<file path="src/shared/tmc_pkg.sv">
// Constants and carriers for the timer 2 mode / clock-out control block.
// Assumes an 8-bit special-function bus with single-cycle read and write.
`default_nettype none
package tmc_pkg;
	// Register addresses on the special-function bus
	localparam logic [7:0] ADDR_MODE_EXTRA = 8'h93;
	localparam logic [7:0] ADDR_CONTROL    = 8'hC8;
	localparam logic [7:0] ADDR_MODE       = 8'hC9;
	localparam logic [7:0] RESET_VALUE     = 8'h00;
	// Control register fields
	localparam int CTL_OVF    = 7;
	localparam int CTL_EXTF   = 6;
	localparam int CTL_B5     = 5;
	localparam int CTL_B4     = 4;
	localparam int CTL_FALL   = 3;
	localparam int CTL_RUN    = 2;
	localparam int CTL_CS0    = 1;
	localparam int CTL_CPRL   = 0;
	// Mode register fields
	localparam int MOD_SPLIT  = 7;
	localparam int MOD_LCS0   = 6;
	localparam int MOD_RISE   = 5;
	localparam int MOD_CS1    = 4;
	localparam int MOD_LRUN   = 3;
	localparam int MOD_LCLR   = 2;
	localparam int MOD_CKOE   = 1;
	localparam int MOD_MS0    = 0;
	// Extra mode register fields
	localparam int EXT_LCS1   = 7;
	localparam int EXT_IGN    = 6;
	localparam int EXT_BANK   = 5;
	localparam int EXT_CS2    = 4;
	localparam int EXT_MS1    = 3;
	// Prescaler for system clock / 12
	localparam logic [3:0] DIV12_LAST = 4'hB;
	localparam logic [7:0] BYTE_MAX   = 8'hFF;

	typedef enum logic [3:0] {
		TMC_M0   = 4'b0000,
		TMC_M1   = 4'b0001,
		TMC_M2   = 4'b0010,
		TMC_M3   = 4'b0011,
		TMC_SM0  = 4'b1000,
		TMC_SM1  = 4'b1001,
		TMC_SM2  = 4'b1010,
		TMC_SM3  = 4'b1011,
		TMC_PWM  = 4'b1100,
		TMC_RSVD = 4'b1111
	} tmc_mode_t;

	// Raw event inputs, already synchronous or synchronised
	typedef struct packed {
		logic extInt0Event;
		logic extInt2Event;
		logic timer0OverflowEvent;
		logic comparatorEdgeEvent;
		logic keypadEvent;
		logic serialTimerOverflow;
	} tmc_events_t;

	// Asynchronous level sources, synchronised inside
	typedef struct packed {
		logic countPin;
		logic triggerInputPin;
		logic serialReceiveLine;
		logic crystalPin;
		logic lowSpeedOscillator;
		logic comparatorOutput;
		logic twoWireClockLine;
	} tmc_pins_t;
endpackage : tmc_pkg
`default_nettype wire

</file>
<file path="src/design/tmc_timer2_ctrl.sv">
// Timer 2 control: registers, count sources, flags, counter, clock-out.
// Assumes an 8-bit SFR bus on clk; pins arrive from outside the domain.
// What this block does
// - split clock-out toggles on low-byte overflow
// - low-byte overflow reloads from low reload
// - 16-bit clock-out rollover may raise interrupt
// - baud plus clock-out: shared rate, no overflow interrupt
// - overflow flag set unless baud select set
// - enabled trigger edges set external flag
// - bank select remaps control bits 5~4
// - baud select routes timer 2 overflows serially
// - low-byte overflow flag sticky until cleared
// - low overflow enable gates shared interrupt
// - baud use: trigger edge only flags
// - main run gates whole, or high byte
// - three-bit clock select picks count source
// - auto-clear stops low run on event
// - clock output driven only when enabled
// - mode decoded from four mode bits
// - ignore bit blocks overflow interrupt
// - three-bit capture select picks trigger input
// - clock-out frequency from reload difference
// - output toggles per overflow, half duty
`default_nettype none
module tmc_timer2_ctrl (
	input  wire logic                 clk,
	input  wire logic                 arst_n,
	input  wire logic [7:0]           sfrAddr,
	input  wire logic                 sfrWrite,
	input  wire logic [7:0]           sfrWdata,
	output logic [7:0]                sfrRdata,
	input  wire logic                 countHighWrite,
	input  wire logic                 countLowWrite,
	input  wire logic                 reloadHighWrite,
	input  wire logic                 reloadLowWrite,
	input  wire logic [7:0]           dataIn,
	output logic [7:0]                countHigh,
	output logic [7:0]                countLow,
	output logic [7:0]                reloadHigh,
	output logic [7:0]                reloadLow,
	input  wire tmc_pkg::tmc_events_t events,
	input  wire tmc_pkg::tmc_pins_t   pins,
	output logic                      clockOutPin,
	output logic                      clockOutEnable,
	output logic                      timerIrq,
	output logic                      rxUseTimer2,
	output logic                      txUseTimer2,
	output logic                      baudTick,
	output tmc_pkg::tmc_mode_t        mode
);
	logic [7:0] ctl, modr, ext, next_ctl, next_modr, next_ext;
	logic       rxSel, txSel, lowIntEn, lowFlag, next_rxSel, next_txSel;
	logic       next_lowIntEn, next_lowFlag;
	logic [6:0] sync1, sync2, sync3;
	logic [3:0] div12;
	logic [7:0] next_countHigh, next_countLow, next_reloadHigh, next_reloadLow;
	logic       next_clockOutPin;
	logic       split, baudUse, tick12, pinRise, trigFall, trigRise, trigSel, trigPrev;
	logic       hiTick, loTick, loOvf, hiOvf, fullOvf, trigEvent, capture;
	tmc_pkg::tmc_mode_t next_mode;

	// Two-flop synchronisers; third stage only for edge detection
	always_ff @(posedge clk or negedge arst_n)
	begin
		if (!arst_n)
		begin
			sync1 <= 7'h00;
			sync2 <= 7'h00;
			sync3 <= 7'h00;
			div12 <= 4'h0;
		end
		else
		begin
			sync1 <= pins;
			sync2 <= sync1;
			sync3 <= sync2;
			div12 <= (div12 == tmc_pkg::DIV12_LAST) ? 4'h0 : 4'(div12 + 4'h1);
		end
	end

	// Pin edges are caught only if slower than half of clk
	assign tick12   = (div12 == tmc_pkg::DIV12_LAST);
	assign pinRise  = sync2[6] & ~sync3[6];
	assign split    = modr[tmc_pkg::MOD_SPLIT];
	assign baudUse  = rxSel | txSel;

	// Mode decode; reserved codes fold to one value
	always_comb
	begin
		case ({split, ext[tmc_pkg::EXT_MS1], ctl[tmc_pkg::CTL_CPRL], modr[tmc_pkg::MOD_MS0]})
			4'b0000: next_mode = tmc_pkg::TMC_M0;
			4'b0001: next_mode = tmc_pkg::TMC_M1;
			4'b0010: next_mode = tmc_pkg::TMC_M2;
			4'b0011: next_mode = tmc_pkg::TMC_M3;
			4'b1000: next_mode = tmc_pkg::TMC_SM0;
			4'b1001: next_mode = tmc_pkg::TMC_SM1;
			4'b1010: next_mode = tmc_pkg::TMC_SM2;
			4'b1011: next_mode = tmc_pkg::TMC_SM3;
			4'b1100: next_mode = tmc_pkg::TMC_PWM;
			default: next_mode = tmc_pkg::TMC_RSVD;
		endcase
	end
	assign mode = next_mode;

	// Low-byte count source
	always_comb
	begin
		case ({ext[tmc_pkg::EXT_LCS1], modr[tmc_pkg::MOD_LCS0]})
			2'b00:   loTick = tick12;
			2'b01:   loTick = 1'b1;
			2'b10:   loTick = events.serialTimerOverflow;
			default: loTick = events.extInt0Event;
		endcase
	end

	// Main count source; in split, code 011 means low-byte overflow
	always_comb
	begin
		case ({ext[tmc_pkg::EXT_CS2], modr[tmc_pkg::MOD_CS1], ctl[tmc_pkg::CTL_CS0]})
			3'b000:  hiTick = tick12;
			3'b001:  hiTick = pinRise;
			3'b010:  hiTick = 1'b1;
			3'b011:  hiTick = split ? loOvf : events.extInt0Event;
			3'b101:  hiTick = events.timer0OverflowEvent;
			3'b110:  hiTick = events.comparatorEdgeEvent;
			3'b111:  hiTick = events.keypadEvent;
			default: hiTick = 1'b0;                            // Reserved: no count
		endcase
	end

	// Capture/trigger source select over synchronised levels and two event strobes
	always_comb
	begin
		case (ext[2:0])
			3'b000:  trigSel = sync2[5];
			3'b001:  trigSel = sync2[4];
			3'b010:  trigSel = sync2[3];
			3'b011:  trigSel = events.extInt2Event;
			3'b100:  trigSel = sync2[2];
			3'b101:  trigSel = sync2[1];
			3'b110:  trigSel = events.keypadEvent;
			default: trigSel = sync2[0];
		endcase
	end

	always_ff @(posedge clk or negedge arst_n)
	begin
		if (!arst_n)
			trigPrev <= 1'b0;
		else
			trigPrev <= trigSel;
	end

	// Enabled trigger edges
	assign trigFall  = trigPrev & ~trigSel & ctl[tmc_pkg::CTL_FALL];
	assign trigRise  = ~trigPrev & trigSel & modr[tmc_pkg::MOD_RISE];
	assign trigEvent = trigFall | trigRise;
	assign capture   = trigEvent & ~baudUse;

	// Overflow detection per operation
	assign loOvf   = split & modr[tmc_pkg::MOD_LRUN] & loTick & (countLow == tmc_pkg::BYTE_MAX);
	assign hiOvf   = ctl[tmc_pkg::CTL_RUN] & hiTick & (countHigh == tmc_pkg::BYTE_MAX);
	assign fullOvf = ~split & hiOvf & (countLow == tmc_pkg::BYTE_MAX);

	// Counter, reload and capture datapath
	always_comb
	begin
		next_countHigh  = countHigh;
		next_countLow   = countLow;
		next_reloadHigh = reloadHighWrite ? dataIn : reloadHigh;
		next_reloadLow  = reloadLowWrite ? dataIn : reloadLow;
		if (split)
		begin
			if (modr[tmc_pkg::MOD_LRUN] && loTick)
				next_countLow = loOvf ? reloadLow : 8'(countLow + 8'h01);
			if (ctl[tmc_pkg::CTL_RUN] && hiTick)
				next_countHigh = hiOvf ? reloadHigh : 8'(countHigh + 8'h01);
		end
		else if (ctl[tmc_pkg::CTL_RUN] && hiTick)
		begin
			if (fullOvf)
			begin
				next_countHigh = reloadHigh;
				next_countLow  = reloadLow;
			end
			else
				{next_countHigh, next_countLow} = 16'({countHigh, countLow} + 16'h0001);
		end
		if (capture && ctl[tmc_pkg::CTL_CPRL])
		begin
			next_reloadHigh = countHigh;
			next_reloadLow  = countLow;
		end
		else if (capture && !split)
		begin
			next_countHigh = reloadHigh;
			next_countLow  = reloadLow;
		end
		if (countHighWrite)
			next_countHigh = dataIn;
		if (countLowWrite)
			next_countLow = dataIn;
	end

	// Clock output toggles per overflow for half duty
	always_comb
	begin
		next_clockOutPin = clockOutPin;
		if (split ? loOvf : fullOvf)
			next_clockOutPin = ~clockOutPin;
	end
	assign clockOutEnable = modr[tmc_pkg::MOD_CKOE];
	assign baudTick = split ? loOvf : fullOvf;
	assign rxUseTimer2 = rxSel;
	assign txUseTimer2 = txSel;

	// Register writes; hardware sets win over software clears
	always_comb
	begin
		next_ctl      = ctl;
		next_modr     = modr;
		next_ext      = ext;
		next_rxSel    = rxSel;
		next_txSel    = txSel;
		next_lowIntEn = lowIntEn;
		next_lowFlag  = lowFlag;
		if (sfrWrite && sfrAddr == tmc_pkg::ADDR_CONTROL)
		begin
			next_ctl = sfrWdata;
			if (ext[tmc_pkg::EXT_BANK])
			begin
				next_lowFlag  = sfrWdata[tmc_pkg::CTL_B5];
				next_lowIntEn = sfrWdata[tmc_pkg::CTL_B4];
			end
			else
			begin
				next_rxSel = sfrWdata[tmc_pkg::CTL_B5];
				next_txSel = sfrWdata[tmc_pkg::CTL_B4];
			end
		end
		if (sfrWrite && sfrAddr == tmc_pkg::ADDR_MODE)
			next_modr = sfrWdata;
		if (sfrWrite && sfrAddr == tmc_pkg::ADDR_MODE_EXTRA)
			next_ext = sfrWdata;
		if ((split ? hiOvf : fullOvf) && !baudUse)
			next_ctl[tmc_pkg::CTL_OVF] = 1'b1;
		if (trigEvent)
			next_ctl[tmc_pkg::CTL_EXTF] = 1'b1;
		if (loOvf)
			next_lowFlag = 1'b1;
		if (modr[tmc_pkg::MOD_LCLR]
			&& ((!ctl[tmc_pkg::CTL_CPRL] && hiOvf) || (ctl[tmc_pkg::CTL_CPRL] && capture)))
			next_modr[tmc_pkg::MOD_LRUN] = 1'b0;
	end

	// Register stage for control state and counters
	always_ff @(posedge clk or negedge arst_n)
	begin
		if (!arst_n)
		begin
			ctl         <= tmc_pkg::RESET_VALUE;
			modr        <= tmc_pkg::RESET_VALUE;
			ext         <= tmc_pkg::RESET_VALUE;
			rxSel       <= 1'b0;
			txSel       <= 1'b0;
			lowIntEn    <= 1'b0;
			lowFlag     <= 1'b0;
			countHigh   <= tmc_pkg::RESET_VALUE;
			countLow    <= tmc_pkg::RESET_VALUE;
			reloadHigh  <= tmc_pkg::RESET_VALUE;
			reloadLow   <= tmc_pkg::RESET_VALUE;
			clockOutPin <= 1'b0;
		end
		else
		begin
			ctl         <= next_ctl;
			modr        <= next_modr;
			ext         <= next_ext;
			rxSel       <= next_rxSel;
			txSel       <= next_txSel;
			lowIntEn    <= next_lowIntEn;
			lowFlag     <= next_lowFlag;
			countHigh   <= next_countHigh;
			countLow    <= next_countLow;
			reloadHigh  <= next_reloadHigh;
			reloadLow   <= next_reloadLow;
			clockOutPin <= next_clockOutPin;
		end
	end

	// Interrupt: baud use masks overflow; ignore bit blocks it too
	assign timerIrq = (ctl[tmc_pkg::CTL_OVF] & ~ext[tmc_pkg::EXT_IGN] & ~baudUse)
		| ctl[tmc_pkg::CTL_EXTF]
		| (lowFlag & lowIntEn);

	// Read mux; bits 5~4 of control follow the bank select
	always_comb
	begin
		case (sfrAddr)
			tmc_pkg::ADDR_CONTROL:
				sfrRdata = ext[tmc_pkg::EXT_BANK] ? {ctl[7:6], lowFlag, lowIntEn, ctl[3:0]}
					: {ctl[7:6], rxSel, txSel, ctl[3:0]};
			tmc_pkg::ADDR_MODE:       sfrRdata = modr;
			tmc_pkg::ADDR_MODE_EXTRA: sfrRdata = ext;
			default:                  sfrRdata = 8'h00;
		endcase
	end

	AST_OVF_SET: assert property (@(posedge clk) disable iff (!arst_n)
		(fullOvf && !baudUse) |=> ctl[tmc_pkg::CTL_OVF]) else $error("overflow flag not set");
	AST_OVF_BAUD: assert property (@(posedge clk) disable iff (!arst_n)
		(baudUse && $rose(ctl[tmc_pkg::CTL_OVF])) |-> $past(sfrWrite)) else $error("flag set in baud use");
	AST_LOW_FLAG: assert property (@(posedge clk) disable iff (!arst_n)
		loOvf |=> lowFlag) else $error("low flag missed");
	AST_LOW_RELOAD: assert property (@(posedge clk) disable iff (!arst_n)
		(loOvf && !countLowWrite) |=> countLow == $past(reloadLow)) else $error("low reload missed");
	AST_TOGGLE: assert property (@(posedge clk) disable iff (!arst_n)
		(split && loOvf) |=> clockOutPin != $past(clockOutPin)) else $error("no toggle");
	AST_IGNORE: assert property (@(posedge clk) disable iff (!arst_n)
		(ext[tmc_pkg::EXT_IGN] && !ctl[tmc_pkg::CTL_EXTF] && !lowFlag) |-> !timerIrq) else $error("ignored irq");
	AST_EXT_FLAG: assert property (@(posedge clk) disable iff (!arst_n)
		trigEvent |=> ctl[tmc_pkg::CTL_EXTF]) else $error("external flag missed");
	AST_AUTOCLR: assert property (@(posedge clk) disable iff (!arst_n)
		(modr[tmc_pkg::MOD_LCLR] && !ctl[tmc_pkg::CTL_CPRL] && hiOvf && !sfrWrite)
		|=> !modr[tmc_pkg::MOD_LRUN]) else $error("low run not cleared");
	AST_RUN: assert property (@(posedge clk) disable iff (!arst_n)
		(!split && !ctl[tmc_pkg::CTL_RUN] && !capture && !countHighWrite) |=> $stable(countHigh))
		else $error("counted while stopped");
endmodule : tmc_timer2_ctrl
`default_nettype wire

</file>
<file path="config.mk">
export PLATFORM = sky130hd
export DESIGN_NAME = tmc_timer2_ctrl
export DESIGN_NICKNAME = d
export VERILOG_FILES = /design/src/shared/tmc_pkg.sv /design/src/design/tmc_timer2_ctrl.sv
export SDC_FILE = /design/constraint.sdc
export NUM_CORES = 1
export LEC_CHECK = 0
export BUFFER_PORTS_ARGS = -buffer_cell sky130_fd_sc_hd__buf_4
export CORE_MARGIN = 2
export CORE_UTILIZATION = 60
export CTS_CLUSTER_DIAMETER = 30
export DETAILED_ROUTE_END_ITERATION = 16
export PLACE_DENSITY = 0.89
export SYNTH_ARGS = -nofsm -noshare
export SYNTH_HDL_FRONTEND = slang
export SYNTH_SLANG_ARGS = --single-unit
</file>
<file path="constraint.sdc">
create_clock -name clk -period 4.4 [get_ports clk]
set_input_delay 0.22 -clock clk [delete_from_list [all_inputs] [get_ports clk]]
set_output_delay 0.22 -clock clk [all_outputs]
set_load 0.01 [all_outputs]
</file>
==> results of run 1 <==
==> kinds of logic (layout without fill, tap and decap cells) <==
group,Yosys count,in the layout
simple gates,157,157
compound gates,151,151
fa+ha+maj,3,3
flops,79,79
buf+inv,51,135
xor+xnor,8,8
mux,62,62
==> layout make-up <==
| type | instances | area [sq um] | area share, % |
|---|---|---|---|
| Timing Repair Buffer | 104 | 798 | 13.9 |
| Clock inverter | 7 | 86.3 | 1.50 |
| Tap cell | 102 | 128 | 2.22 |
| Sequential cell | 79 | 1980 | 34.4 |
| Clock buffer | 9 | 124 | 2.16 |
| Multi-Input combinational cell | 381 | 2580 | 44.8 |
| Inverter | 15 | 56.3 | 0.980 |
==> Yosys cell counts, types with 6 or more instances <==
cell and number:
a211o_1 6, mux2_2 24, nand3_1 16, nand4_1 7, clkbuf_1 19, dfrtp_1 79, and3_1 10, o21ai_0 25
nand2_1 43, buf_2 9, mux2i_1 36, inv_1 14, a31oi_1 7, nor2b_1 7, nor2_1 40, nor3_1 6
a21oi_1 51
==> placed cells by master (no fill, tap or decap), drive strengths merged, types with 9 or more instances in the layout <==
| master | instances |
|---|---|
| buf | 97 |
| dfrtp | 79 |
| a21oi | 51 |
| nand2 | 43 |
| nor2 | 40 |
| mux2i | 36 |
| o21ai | 27 |
| mux2 | 25 |
| inv | 18 |
| nand3 | 16 |
| and3 | 10 |
| clkbuf | 9 |
==> layer usage <==
layer | up-vias | GRT usage, % | share of wire (%)
met3 | 49 | 7.01 | 8.8
met4 | 0 | 11.8 | 2.6
li1 | 2058 | - | -
met5 | - | 0 | 0
met1 | 2250 | 43.3 | 39
met2 | 289 | 54.6 | 49
==> critical path, cell delays in order, from the launching register on <==
cell and delay [ns]:
dfrtp_1 0.50, ha_1 0.32, and4_1 0.36, nand2_1 0.40
nor3_2 0.76, o211ai_1 0.21, nand2_1 0.16, buf_4 0.13
==> per-stage QoR <==
stage	setup slack (ns)	hold WS, ns	instances
final	0.979	0.0138	697
after global routing	0.742	0.0932	697
after CTS	1.07	0.0617	697
after detailed placement	1.29	0.330	674
after global placement	1.47	0.329	674
after floorplan	2.10	-0.0756	511
==> flip-flops by register name, indices dropped and copies added (netlist names) <==
signal,cells
lowIntEn,1
sync3,1
countHigh,8
countLow,8
trigPrev,1
rxUseTimer2,1
clockOutPin,1
modr,8
lowFlag,1
sync2,7
sync1,7
ext,8
ctl,6
txUseTimer2,1
reloadLow,8
reloadHigh,8
div12,4
==> final timing paths <==
path | endpoint | slack (ns) | cells after the start
min reg2reg | sync2[6] | 0.36 | 0
max | baudTick | 0.98 | 7
min | sync1[5] | 0.01 | 1
min in group clk | lowFlag | 0.11 | 3
max reg2reg | countLow[7] | 1.20 | 7
max in group asynchronous | countLow[5] | 3.75 | 1
==> power by group through the flow <==
stage | logic, uW | clock network, uW | registers, uW
floorplan | 175 | 0 | 843
global placement | 301 | 0 | 861
detailed placement | 310 | 0 | 865
CTS | 317 | 586 | 851
global route | 347 | 619 | 862
finish | 320 | 581 | 855
==> summary.txt, run 1 <==
Min path
  – Hold crit path type: in2async

GRT
  – Largest net degree at the start of global routing: 80
  – Initial antenna violation count: 0
  – Number of global-route vias before repair: between 4k and 5k
  – GR Overflow Total: 0
  – First-pass GRT wire length: about 23,000 um
  – Gr usage total: 33.1%

STA
  – Fin Setup TNS: 0 ns
  – Final setup fails: 0
  – Fin crit period: approximately 3.4 ns
  – Worst Max-Slew Pin Slew: roughly 0.99 ns
  – Maximum clock frequency: slightly below 0.3 GHz
  – RSZ-0062 raised after global routing: no
  – Clk_skew: between 0.01 and 0.015 ns
  – Fin. max-slew vios: 0
  – Hold Vio Cnt, Final: 0
  – Worst rel slew slack: about 34%
  – Period utilization: between 70% and 80%

Synth
  – Largest family of logic cells by synthesized area: compound AO/OA/AOI/OAI gates
  – Mux contribution to synthesized area: between 10% and 20%
  – Simple logic cell fraction of the synthesized area: roughly 16%
  – Cell area after synthesis: 4770 sq um
  – Async SR Flop Fraction: between 90% and 100%
  – Syn Inst Count: 511
  – Synthesized flop and latch total: 79
  – Syn_area_per_cell: slightly above 9 sq um
  – Post-synth EDFFs: 0
  – Adder-cell area share of the yosys netlist: less than 1%
  – Post-synth top area cell: dfrtp_1
  – Main synth FF type: dfrtp_1
  – Sequential fraction of the synthesis area: 41.4%
  – Post-synthesis xor/xnor area fraction: 1.47%
  – Synth area leaders: dfrtp_1, mux2i_1, mux2_2, a21oi_1, nand2_1
  – Synth Warn #: 0
  – Area share of the largest cell type after synthesis: approximately 41%
  – Syn_nets: roughly 560
  – Count of different cell masters after synthesis: 65
  – Synth Area in Compound Gates: about a fifth

Power and ir drop
  – P_int: between 1000 and 1500 uW
  – Sequential share of power: slightly below 50%
  – Switching part of the total: a little under a third
  – Tot Pwr: between 1500 and 2000 uW
  – Logic pwr share: between 10% and 20%
  – Max VDD drop: between 0.0002 and 0.00025 V
  – Leak: roughly 0.0027 uW
  – Psw: between 500 and 600 uW
  – Pwr Density: about 310 nW/um^2
  – Clk pwr share: about 33%

Finish
  – Ratio of cells with drive above 1 in the final layout: between 20% and 30%
  – Final Net Count: 637
  – Area grow syn2layout: 20.3%
  – Finished Cell Area: between 5000 and 6000 sq um
  – FILL cells: 554
  – Diode count: 0
  – Fin util: 74.4%

Clocking
  – CTS Hold Buffers Added: 7
  – Root buffer cell: clkbuf_8
  – Post-CTS Setup Bufs: 0
  – CTS sink count: between 70 and 80
  – CTS tree: done
  – CTS H-tree lvls: 3
  – Post-CTS sizing: 0
  – Cts bufs inserted: 9
  – Worst-path clk slew: 0.09 ns
  – Longest Clk Path Bufs: 2
  – Clock latency on the worst-skew pair: between 0.3 and 0.4 ns

Detailed routing
  – Iter 0 DRT Violations: between 500 and 600
  – Drc violations: 0
  – Vias: 4,646
  – Pre-antenna DRT Iters: 7
  – Via density: roughly 6.7
  – Final WL: approximately 14,000 um
  – Routed len/inst: approximately 20 um
  – Final ANT Viol Nets: 0

Floorplanning
  – Row count: 32
  – CORE AREA: just under 8000 sq um
  – Die H: 93.2 um
  – # IOs: between 90 and 100
  – Initial core utilization: about three fifths
  – Die ar.: 8690 sq um
  – Die W: approximately 93 um

Critical path
  – Critical Path Fanout Max: 15
  – CP Class: reg2out
  – Startpoint types: flip-flop
  – Worst Path Required: between 4 and 5 ns
  – CP Capture Type: primary output
  – Data arrival, critical path: around 3.2 ns
  – Reg2Reg Launch Point: countHigh[0]
  – Critical path startpoint: countHigh[0]

Flow run
  – Maxcap violations: 0

Outcome
  – Status: complete, no violations

Place
  – DP HPWL: about 9600 um
  – Placed cell areas: around 5500 sq um
  – Gpl congestion: approximately 0.9
  – I/O Buffers: a little over 90
Note: power is estimated with default switching activity, not from simulation.
==> run 2, diff against run 1 <==
Settings changed: ABC_AREA set to 1, CORE_UTILIZATION 60 to 56, PLACE_DENSITY 0.89 to 0.84.
Clock period 4.4 ns to 3.5 ns, I/O delays scaled along.
==> run 2 against run 1 <==
Compared with the run above:
- count of clock-buffer cells in the layout stayed put
- sequential power is 27% higher
- critical path depth is 5 higher
- global-route usage is 2.3 points lower
- non-clock buffer count stayed put
- die area is 9.2% higher
- final cell count is 27% higher
- register-to-register slack worse by 0.55 ns
- the run now ends with negative hold slack left
- final area is 2.7% higher
- first-iteration DRC count is 3.8% lower
==> summary.txt, run 2 <==
Power and ir drop
  – Psw: 776 uW (was 550 uW)
  – P_int: 1540 uW (was 1210 uW)
  – Logic pwr share: 21.6% (was 18.2%)
  – Switching part of the total: 33.5% (was 31.3%)
  – Leak: 0.00305 uW (was 0.00265 uW)
  – Clk pwr share: 31.3% (was 33.1%)
  – Sequential share of power: 47.1% (was 48.7%)
  – Max VDD drop: 0.000220 V (was 0.000232 V)
  – Pwr Density: 392 nW/um^2 (was 306 nW/um^2)

Finish
  – Final Net Count: 820 (was 637)
  – Leading cell type in the layout, fill and taps excluded: nand2_1 (was buf_4)
  – Fin util: 68.7% (was 74.4%)
  – Diode count: 0 (unchanged)
  – Most frequent cells in the layout: nand2_1, buf_4, inv_1, dfrtp_1, o21ai_0 (was buf_4, dfrtp_1, a21oi_1, nand2_1, nor2_1)
  – Ratio of cells with drive above 1 in the final layout: 19.0% (was 24.9%)
  – Area grow syn2layout: 20.7% (was 20.3%)

GRT
  – Number of global-route vias before repair: 4,822 (was 4,499)
  – Initial antenna violation count: 0 (unchanged)
  – Largest net degree at the start of global routing: 80 (unchanged)
  – GR Overflow Total: 0 (unchanged)
  – First-pass GRT wire length: 23,700 um (was 22,600 um)
  – Gr usage total: 30.8% (was 33.1%)

Floorplanning
  – CORE AREA: 8590 sq um (was 7730 sq um)
  – Die ar.: 9490 sq um (was 8690 sq um)
  – Die W: 97.4 um (was 93.2 um)
  – Initial core utilization: 56.9% (was 61.8%)
  – Die H: 97.4 um (was 93.2 um)
  – # IOs: 94 (unchanged)
  – Row count: 34 (was 32)

Detailed routing
  – Final ANT Viol Nets: 0 (unchanged)
  – Final WL: 14,500 um (was 13,900 um)
  – Drc violations: 0 (unchanged)
  – Via density: 5.77 (was 6.67)
  – Pre-antenna DRT Iters: 7 (unchanged)
  – Iter 0 DRT Violations: 554 (was 576)
  – Routed len/inst: 16.4 um (was 20.0 um)
  – Vias: 5,109 (was 4,646)

Critical path
  – Critical Path Fanout Max: 18 (was 15)
  – CP Capture Type: primary output (unchanged)
  – Worst Path Required: 3.32 ns (was 4.18 ns)
  – Startpoint types: flip-flop (unchanged)
  – Data arrival, critical path: 2.71 ns (was 3.20 ns)
  – CP Class: reg2out (unchanged)

Synth
  – Synthesized flop and latch total: 79 (unchanged)
  – Sequential fraction of the synthesis area: 40.5% (was 41.4%)
  – Post-synth EDFFs: 0 (unchanged)
  – Main synth FF type: dfrtp_1 (unchanged)
  – Post-synth top area cell: dfrtp_1 (unchanged)
  – Cell area after synthesis: 4890 sq um (was 4770 sq um)
  – Synth Warn #: 0 (unchanged)
  – Synth area leaders: dfrtp_1, nand2_1, inv_1, o21ai_0, nand3_1 (was dfrtp_1, mux2i_1, mux2_2, a21oi_1, nand2_1)
  – Count leader, synth: nand2_1 (was dfrtp_1)
  – Syn_nets: 730 (was 558)
  – Count of different cell masters after synthesis: 39 (was 65)
  – Synth top cells by count: nand2_1, inv_1, dfrtp_1 (was dfrtp_1, a21oi_1, nand2_1)
  – Syn_area_per_cell: 7.16 sq um (was 9.34 sq um)
  – Async SR Flop Fraction: 100% (unchanged)
  – Area share of the largest cell type after synthesis: 40.5% (was 41.4%)
  – Syn Inst Count: 683 (was 511)

STA
  – Hold Vio Cnt, Final: 57 (was 0)
  – Fin Setup TNS: 0 ns (unchanged)
  – RSZ-0062 raised after global routing: no (unchanged)
  – Maximum clock frequency: approximately 0.35 GHz
  – Final setup fails: 0 (unchanged)
  – Fin. max-slew vios: 0 (unchanged)
  – Final hold slack: -0.0272 ns (was 0.0138 ns)
  – Fin crit period: just under 3 ns
  – Period utilization: about 82%
  – Worst Max-Slew Pin Slew: 0.985 ns (was 0.986 ns)
  – Clk_skew: 0.0119 ns (was 0.0116 ns)
  – Worst rel slew slack: 34.4% (was 34.3%)

Outcome
  – Violated checks: negative hold slack
  – Status: complete, but fails checks (was complete, no violations)

Clocking
  – Root buffer cell: clkbuf_8 (unchanged)
  – Clock latency on the worst-skew pair: 0.37 ns (was 0.36 ns)
  – Post-CTS sizing: 0 (unchanged)
  – Worst-path clk slew: 0.09 ns (about the same)
  – CTS sink count: 79 (unchanged)
  – Longest Clk Path Bufs: 2 (unchanged)
  – CTS tree: done (unchanged)
  – Cts bufs inserted: 9 (unchanged)
  – Post-CTS Setup Bufs: 0 (unchanged)
  – CTS Hold Buffers Added: 7 (unchanged)
  – CTS H-tree lvls: 3 (unchanged)

Place
  – DP HPWL: 10,200 um (was 9560 um)
  – Gpl congestion: 0.940 (was 0.924)
  – I/O Buffers: 93 (unchanged)

Flow run
  – Maxcap violations: 0 (unchanged)

Min path
  – Hold crit path type: in2async (unchanged)
-- run 2: changes by cell type after synthesis, moves of 10 or more --
cell,delta
and3_1,-10
inv_1,+71
mux2i_1,-34
o221ai_1,+15
xor2_1,+10
nand2_1,+192
nor2_1,-18
o21ai_0,+37
nand3_1,+28
mux2_2,-22
a21oi_1,-28
-- run 2: cells by family after synthesis --
group	after synthesis	share of synthesized area, %
flip-flops	79	40.5
buffers and inverters	118	9.70
AO/OA/AOI/OAI	120	14.5
adder cells (fa/ha/maj)	3	0.768
XOR/XNOR	15	2.69
AND/OR/NAND/NOR	344	31.1
multiplexers	4	0.870
-- run 2: power by group through the flow --
stage | Clock, uW | Combinational, uW | Sequential, uW
finish | 725 | 500 | 1090
global route | 762 | 554 | 1100
CTS | 726 | 496 | 1090
detailed placement | 0 | 487 | 1100
global placement | 0 | 478 | 1100
floorplan | 0 | 252 | 1100
-- run 2: final cells by class --
class	instances	area [sq um]
fill	764	2690
timing repair buffer	104	798
clock inverter	7	80.1
inverter	93	350
tap	108	135
clock buffer	9	124
multi-input combinational	486	2440
sequential	79	1980
-- run 2: final timing paths --
path                        startpoint           to  slack, ns  cells after the start
max                        countLow[1]     baudTick       0.61                     12
min                             arst_n     sync1[1]      -0.03                      1
max reg2reg                countLow[1]  countLow[7]       0.65                     18
min reg2reg                   sync1[0]     sync2[0]       0.35                      0
max in group asynchronous       arst_n     div12[3]       2.90                      1
min in group clk           sfrWdata[4]      modr[4]       0.03                      3
-- run 2: layer usage --
layer / track usage (%) / up-vias / share of wire (%)
met3: 3.96 / 42 / 9.2
met1: 44.3 / 2380 / 42
met5: 0 / - / 0
met2: 48.1 / 288 / 46
met4: 11.1 / 0 / 2.7
li1: - / 2399 / -
-- run 2: per-stage QoR --
stage	power (uW)	std cells	setup slack [ns]	cell area [sq um]	hold WS [ns]
after floorplan	1350	683	1.37	4890	-0.121
after global placement	1580	863	0.896	5630	0.285
after detailed placement	1590	863	0.758	5630	0.286
after CTS	2310	886	0.657	5900	0.0120
after global routing	2420	886	0.438	5900	0.0468
final	2320	886	0.613	5900	-0.0272
-- run 2: worst max-delay path, cell delays in order, from the launching register on --
cell and delay, ns:
dfrtp_1 0.45, ha_1 0.23, nand2_2 0.08, nor2_4 0.15
nand2_4 0.10, nor2_4 0.23, nand3_2 0.16, nand2_2 0.09
nand2_2 0.06, nand2_4 0.12, nand4_4 0.29, nand2_1 0.23
buf_4 0.15
==> run 3, diff against run 2 <==
Settings changed: ABC_AREA 1 to 0.
Clock period 3.5 ns to 2.87 ns, I/O delays scaled along.
==> run 3 against run 2 <==
Compared with the run above:
- the flow now finishes without violations
- non-clock buffer count is 11 higher
- flip-flop and latch count stayed put
- first-iteration DRC count is 20% lower
- largest cell class unchanged
==> summary.txt, run 3 (synthesis gave the netlist of run 1 again) <==
Detailed routing
  – Via density: 6.44 (was 5.77)
  – Pre-antenna DRT Iters: 6 (was 7)
  – Vias: 4,578 (was 5,109)
  – Iter 0 DRT Violations: 445 (was 554)
  – Final ANT Viol Nets: 0 (unchanged)
  – Final WL: 14,000 um (was 14,500 um)
  – Drc violations: 0 (unchanged)
  – Routed len/inst: 19.7 um (was 16.4 um)

GRT
  – First-pass GRT wire length: 21,900 um (was 23,700 um)
  – Gr usage total: 31.0% (was 30.8%)
  – GR Overflow Total: 0 (unchanged)
  – Initial antenna violation count: 0 (unchanged)
  – Number of global-route vias before repair: 4,288 (was 4,822)
  – Largest net degree at the start of global routing: 80 (unchanged)

Finish
  – Layout Cells excl Fill: 711 (was 886)
  – Fin util: 70.7% (was 68.7%)
  – Leading cell type in the layout, fill and taps excluded: buf_4 (was nand2_1)
  – Diode count: 0 (unchanged)
  – Ratio of cells with drive above 1 in the final layout: 26.1% (was 19.0%)
  – Final Net Count: 648 (was 820)
  – Most frequent cells in the layout: buf_4, dfrtp_1, a21oi_1, nand2_1, nor2_1 (was nand2_1, buf_4, inv_1, dfrtp_1, o21ai_0)
  – Area grow syn2layout: 22.2% (was 20.7%)

Floorplanning
  – CORE AREA: 8260 sq um (was 8590 sq um)
  – Die H: 96.3 um (was 97.4 um)
  – Row count: 33 (was 34)
  – Die ar.: 9280 sq um (was 9490 sq um)
  – Initial core utilization: 57.8% (was 56.9%)
  – Die W: 96.3 um (was 97.4 um)
  – # IOs: 94 (unchanged)

Clocking
  – Worst-path clk slew: 0.10 ns (was 0.09 ns)
  – Longest Clk Path Bufs: 2 (unchanged)
  – CTS H-tree lvls: 3 (unchanged)
  – Cts bufs inserted: 9 (unchanged)
  – CTS tree: done (unchanged)
  – Post-CTS Setup Bufs: 0 (unchanged)
  – Post-CTS sizing: 0 (unchanged)
  – CTS Hold Buffers Added: 8 (was 7)
  – Root buffer cell: clkbuf_8 (unchanged)
  – CTS sink count: 79 (unchanged)
  – Clock latency on the worst-skew pair: 0.37 ns (about the same)

STA
  – Fin crit period: about 2.7 ns
  – Fin. max-slew vios: 0 (unchanged)
  – Worst Max-Slew Pin Slew: 1.01 ns (was 0.985 ns)
  – Maximum clock frequency: around 0.37 GHz
  – Final setup fails: 0 (unchanged)
  – Fin Setup TNS: 0 ns (unchanged)
  – Clk_skew: 0.00890 ns (was 0.0119 ns)
  – Worst rel slew slack: 32.5% (was 34.4%)
  – Hold Vio Cnt, Final: 0 (was 57)
  – Final hold slack: 0.0214 ns (was -0.0272 ns)
  – Period utilization: approximately 93%
  – RSZ-0062 raised after global routing: no (unchanged)

Place
  – I/O Buffers: 93 (unchanged)
  – Dpl cells: 687 (was 863)
  – Gpl congestion: 0.930 (was 0.940)
  – DP HPWL: 9650 um (was 10,200 um)

Min path
  – HP Start: sfrWdata[0]
  – Worst Hold Path EP: modr[0]
  – Hold path depth: 2
  – Hold crit path type: in2reg (was in2async)

Critical path
  – Startpoint types: flip-flop (unchanged)
  – Critical path startpoint: countLow[0] (was countLow[1])
  – CP bufs+invs: 1 (unchanged)
  – Top delay family on crit path: simple AND/OR/NAND/NOR gates (unchanged)
  – Data arrival, critical path: 2.53 ns (was 2.71 ns)
  – CP Class: reg2out (unchanged)
  – Crit path top cell by count: nand2_1 (was nand2_2)
  – Max stage delay on crit path: 0.50 ns (was 0.45 ns)
  – Critical Path Fanout Max: 10 (was 18)
  – Worst Path Required: 2.73 ns (was 3.32 ns)
  – CP Capture Type: primary output (unchanged)
  – Reg2reg end: countLow[0] (was countLow[7])
  – Critical-path cell list: ha_1 > and3_1 > nand2_1 > nor4_2 > o211ai_1 > nand2_1 > buf_4 (was ha_1 > nand2_2 > nor2_4 > nand2_4 > nor2_4 > nand3_2 > nand2_2 > nand2_2 > nand2_4 > nand4_4 > nand2_1 > buf_4)
  – Slowest library cell on the worst path: dfrtp_1 (unchanged)
  – Reg2reg path depth: 8 (was 18)
  – FF-to-FF setup slack: 0.23 ns (was 0.65 ns)
  – Reg2Reg Launch Point: countLow[0] (was countLow[1])

Outcome
  – Status: complete, no violations (was complete, but fails checks)

Power and ir drop
  – Pwr Density: 466 nW/um^2 (was 392 nW/um^2)
  – Leak: 0.00270 uW (was 0.00305 uW)
  – Max VDD drop: 0.000338 V (was 0.000220 V)
  – Tot Pwr: 2720 uW (was 2320 uW)

Flow run
  – Maxcap violations: 0 (unchanged)
[run 3: cell count changes in the layout (fill, tap and decap cells not counted), sizes merged, moves of 14 or more]
cell / previous run / this run
nand2: 244 / 43
inv: 94 / 19
o21ai: 62 / 27
mux2i: 2 / 36
nand3: 49 / 16
a21oi: 23 / 51
mux2: 2 / 25
o221ai: 20 / 5
nor2: 26 / 40
[run 3: layout make-up]
| cell class | instances | area (sq um) |
|---|---|---|
| clock buffer | 9 | 124 |
| clock inverter | 7 | 86.3 |
| fill | 645 | 2420 |
| inverter | 15 | 56.3 |
| multi-input combinational | 381 | 2580 |
| sequential | 79 | 1980 |
| tap | 105 | 131 |
| timing repair buffer | 115 | 883 |
[run 3: power breakdown]
group / switching, uW / internal, uW
combinational: 257 / 247
sequential: 114 / 1190
clock: 492 / 424
total: 863 / 1860
[run 3: worst max-delay path by stage]
stage | slack (ns) | depth (start not counted) | endpoint
after floorplan | 0.57 | 9 | countHigh[7]
after global placement | 0.40 | 8 | countHigh[3]
after detailed placement | 0.26 | 8 | countHigh[4]
after CTS | 0.23 | 8 | countHigh[3]
after global routing | 0.006 | 7 | baudTick
final | 0.20 | 7 | baudTick
[run 3: through the flow]
step,area [sq um],setup slack [ns]
2_1_floorplan,4770,0.574
3_3_place_gp,5540,0.397
3_5_place_dp,5540,0.257
4_1_cts,5830,0.232
5_1_grt,5830,0.00574
6_report,5830,0.200
[run 3: routing by layer]
| layer | global-route usage [%] | part of all wire, % | wire, um | vias up |
|---|---|---|---|---|
| met5 | 0 | 0 | 0 | - |
| met4 | 9.15 | 1.7 | 237 | 0 |
| met3 | 5.87 | 8.4 | 1170 | 21 |
| met2 | 50.4 | 49 | 6860 | 226 |
| met1 | 42.3 | 41 | 5740 | 2242 |
| li1 | - | - | - | 2089 |
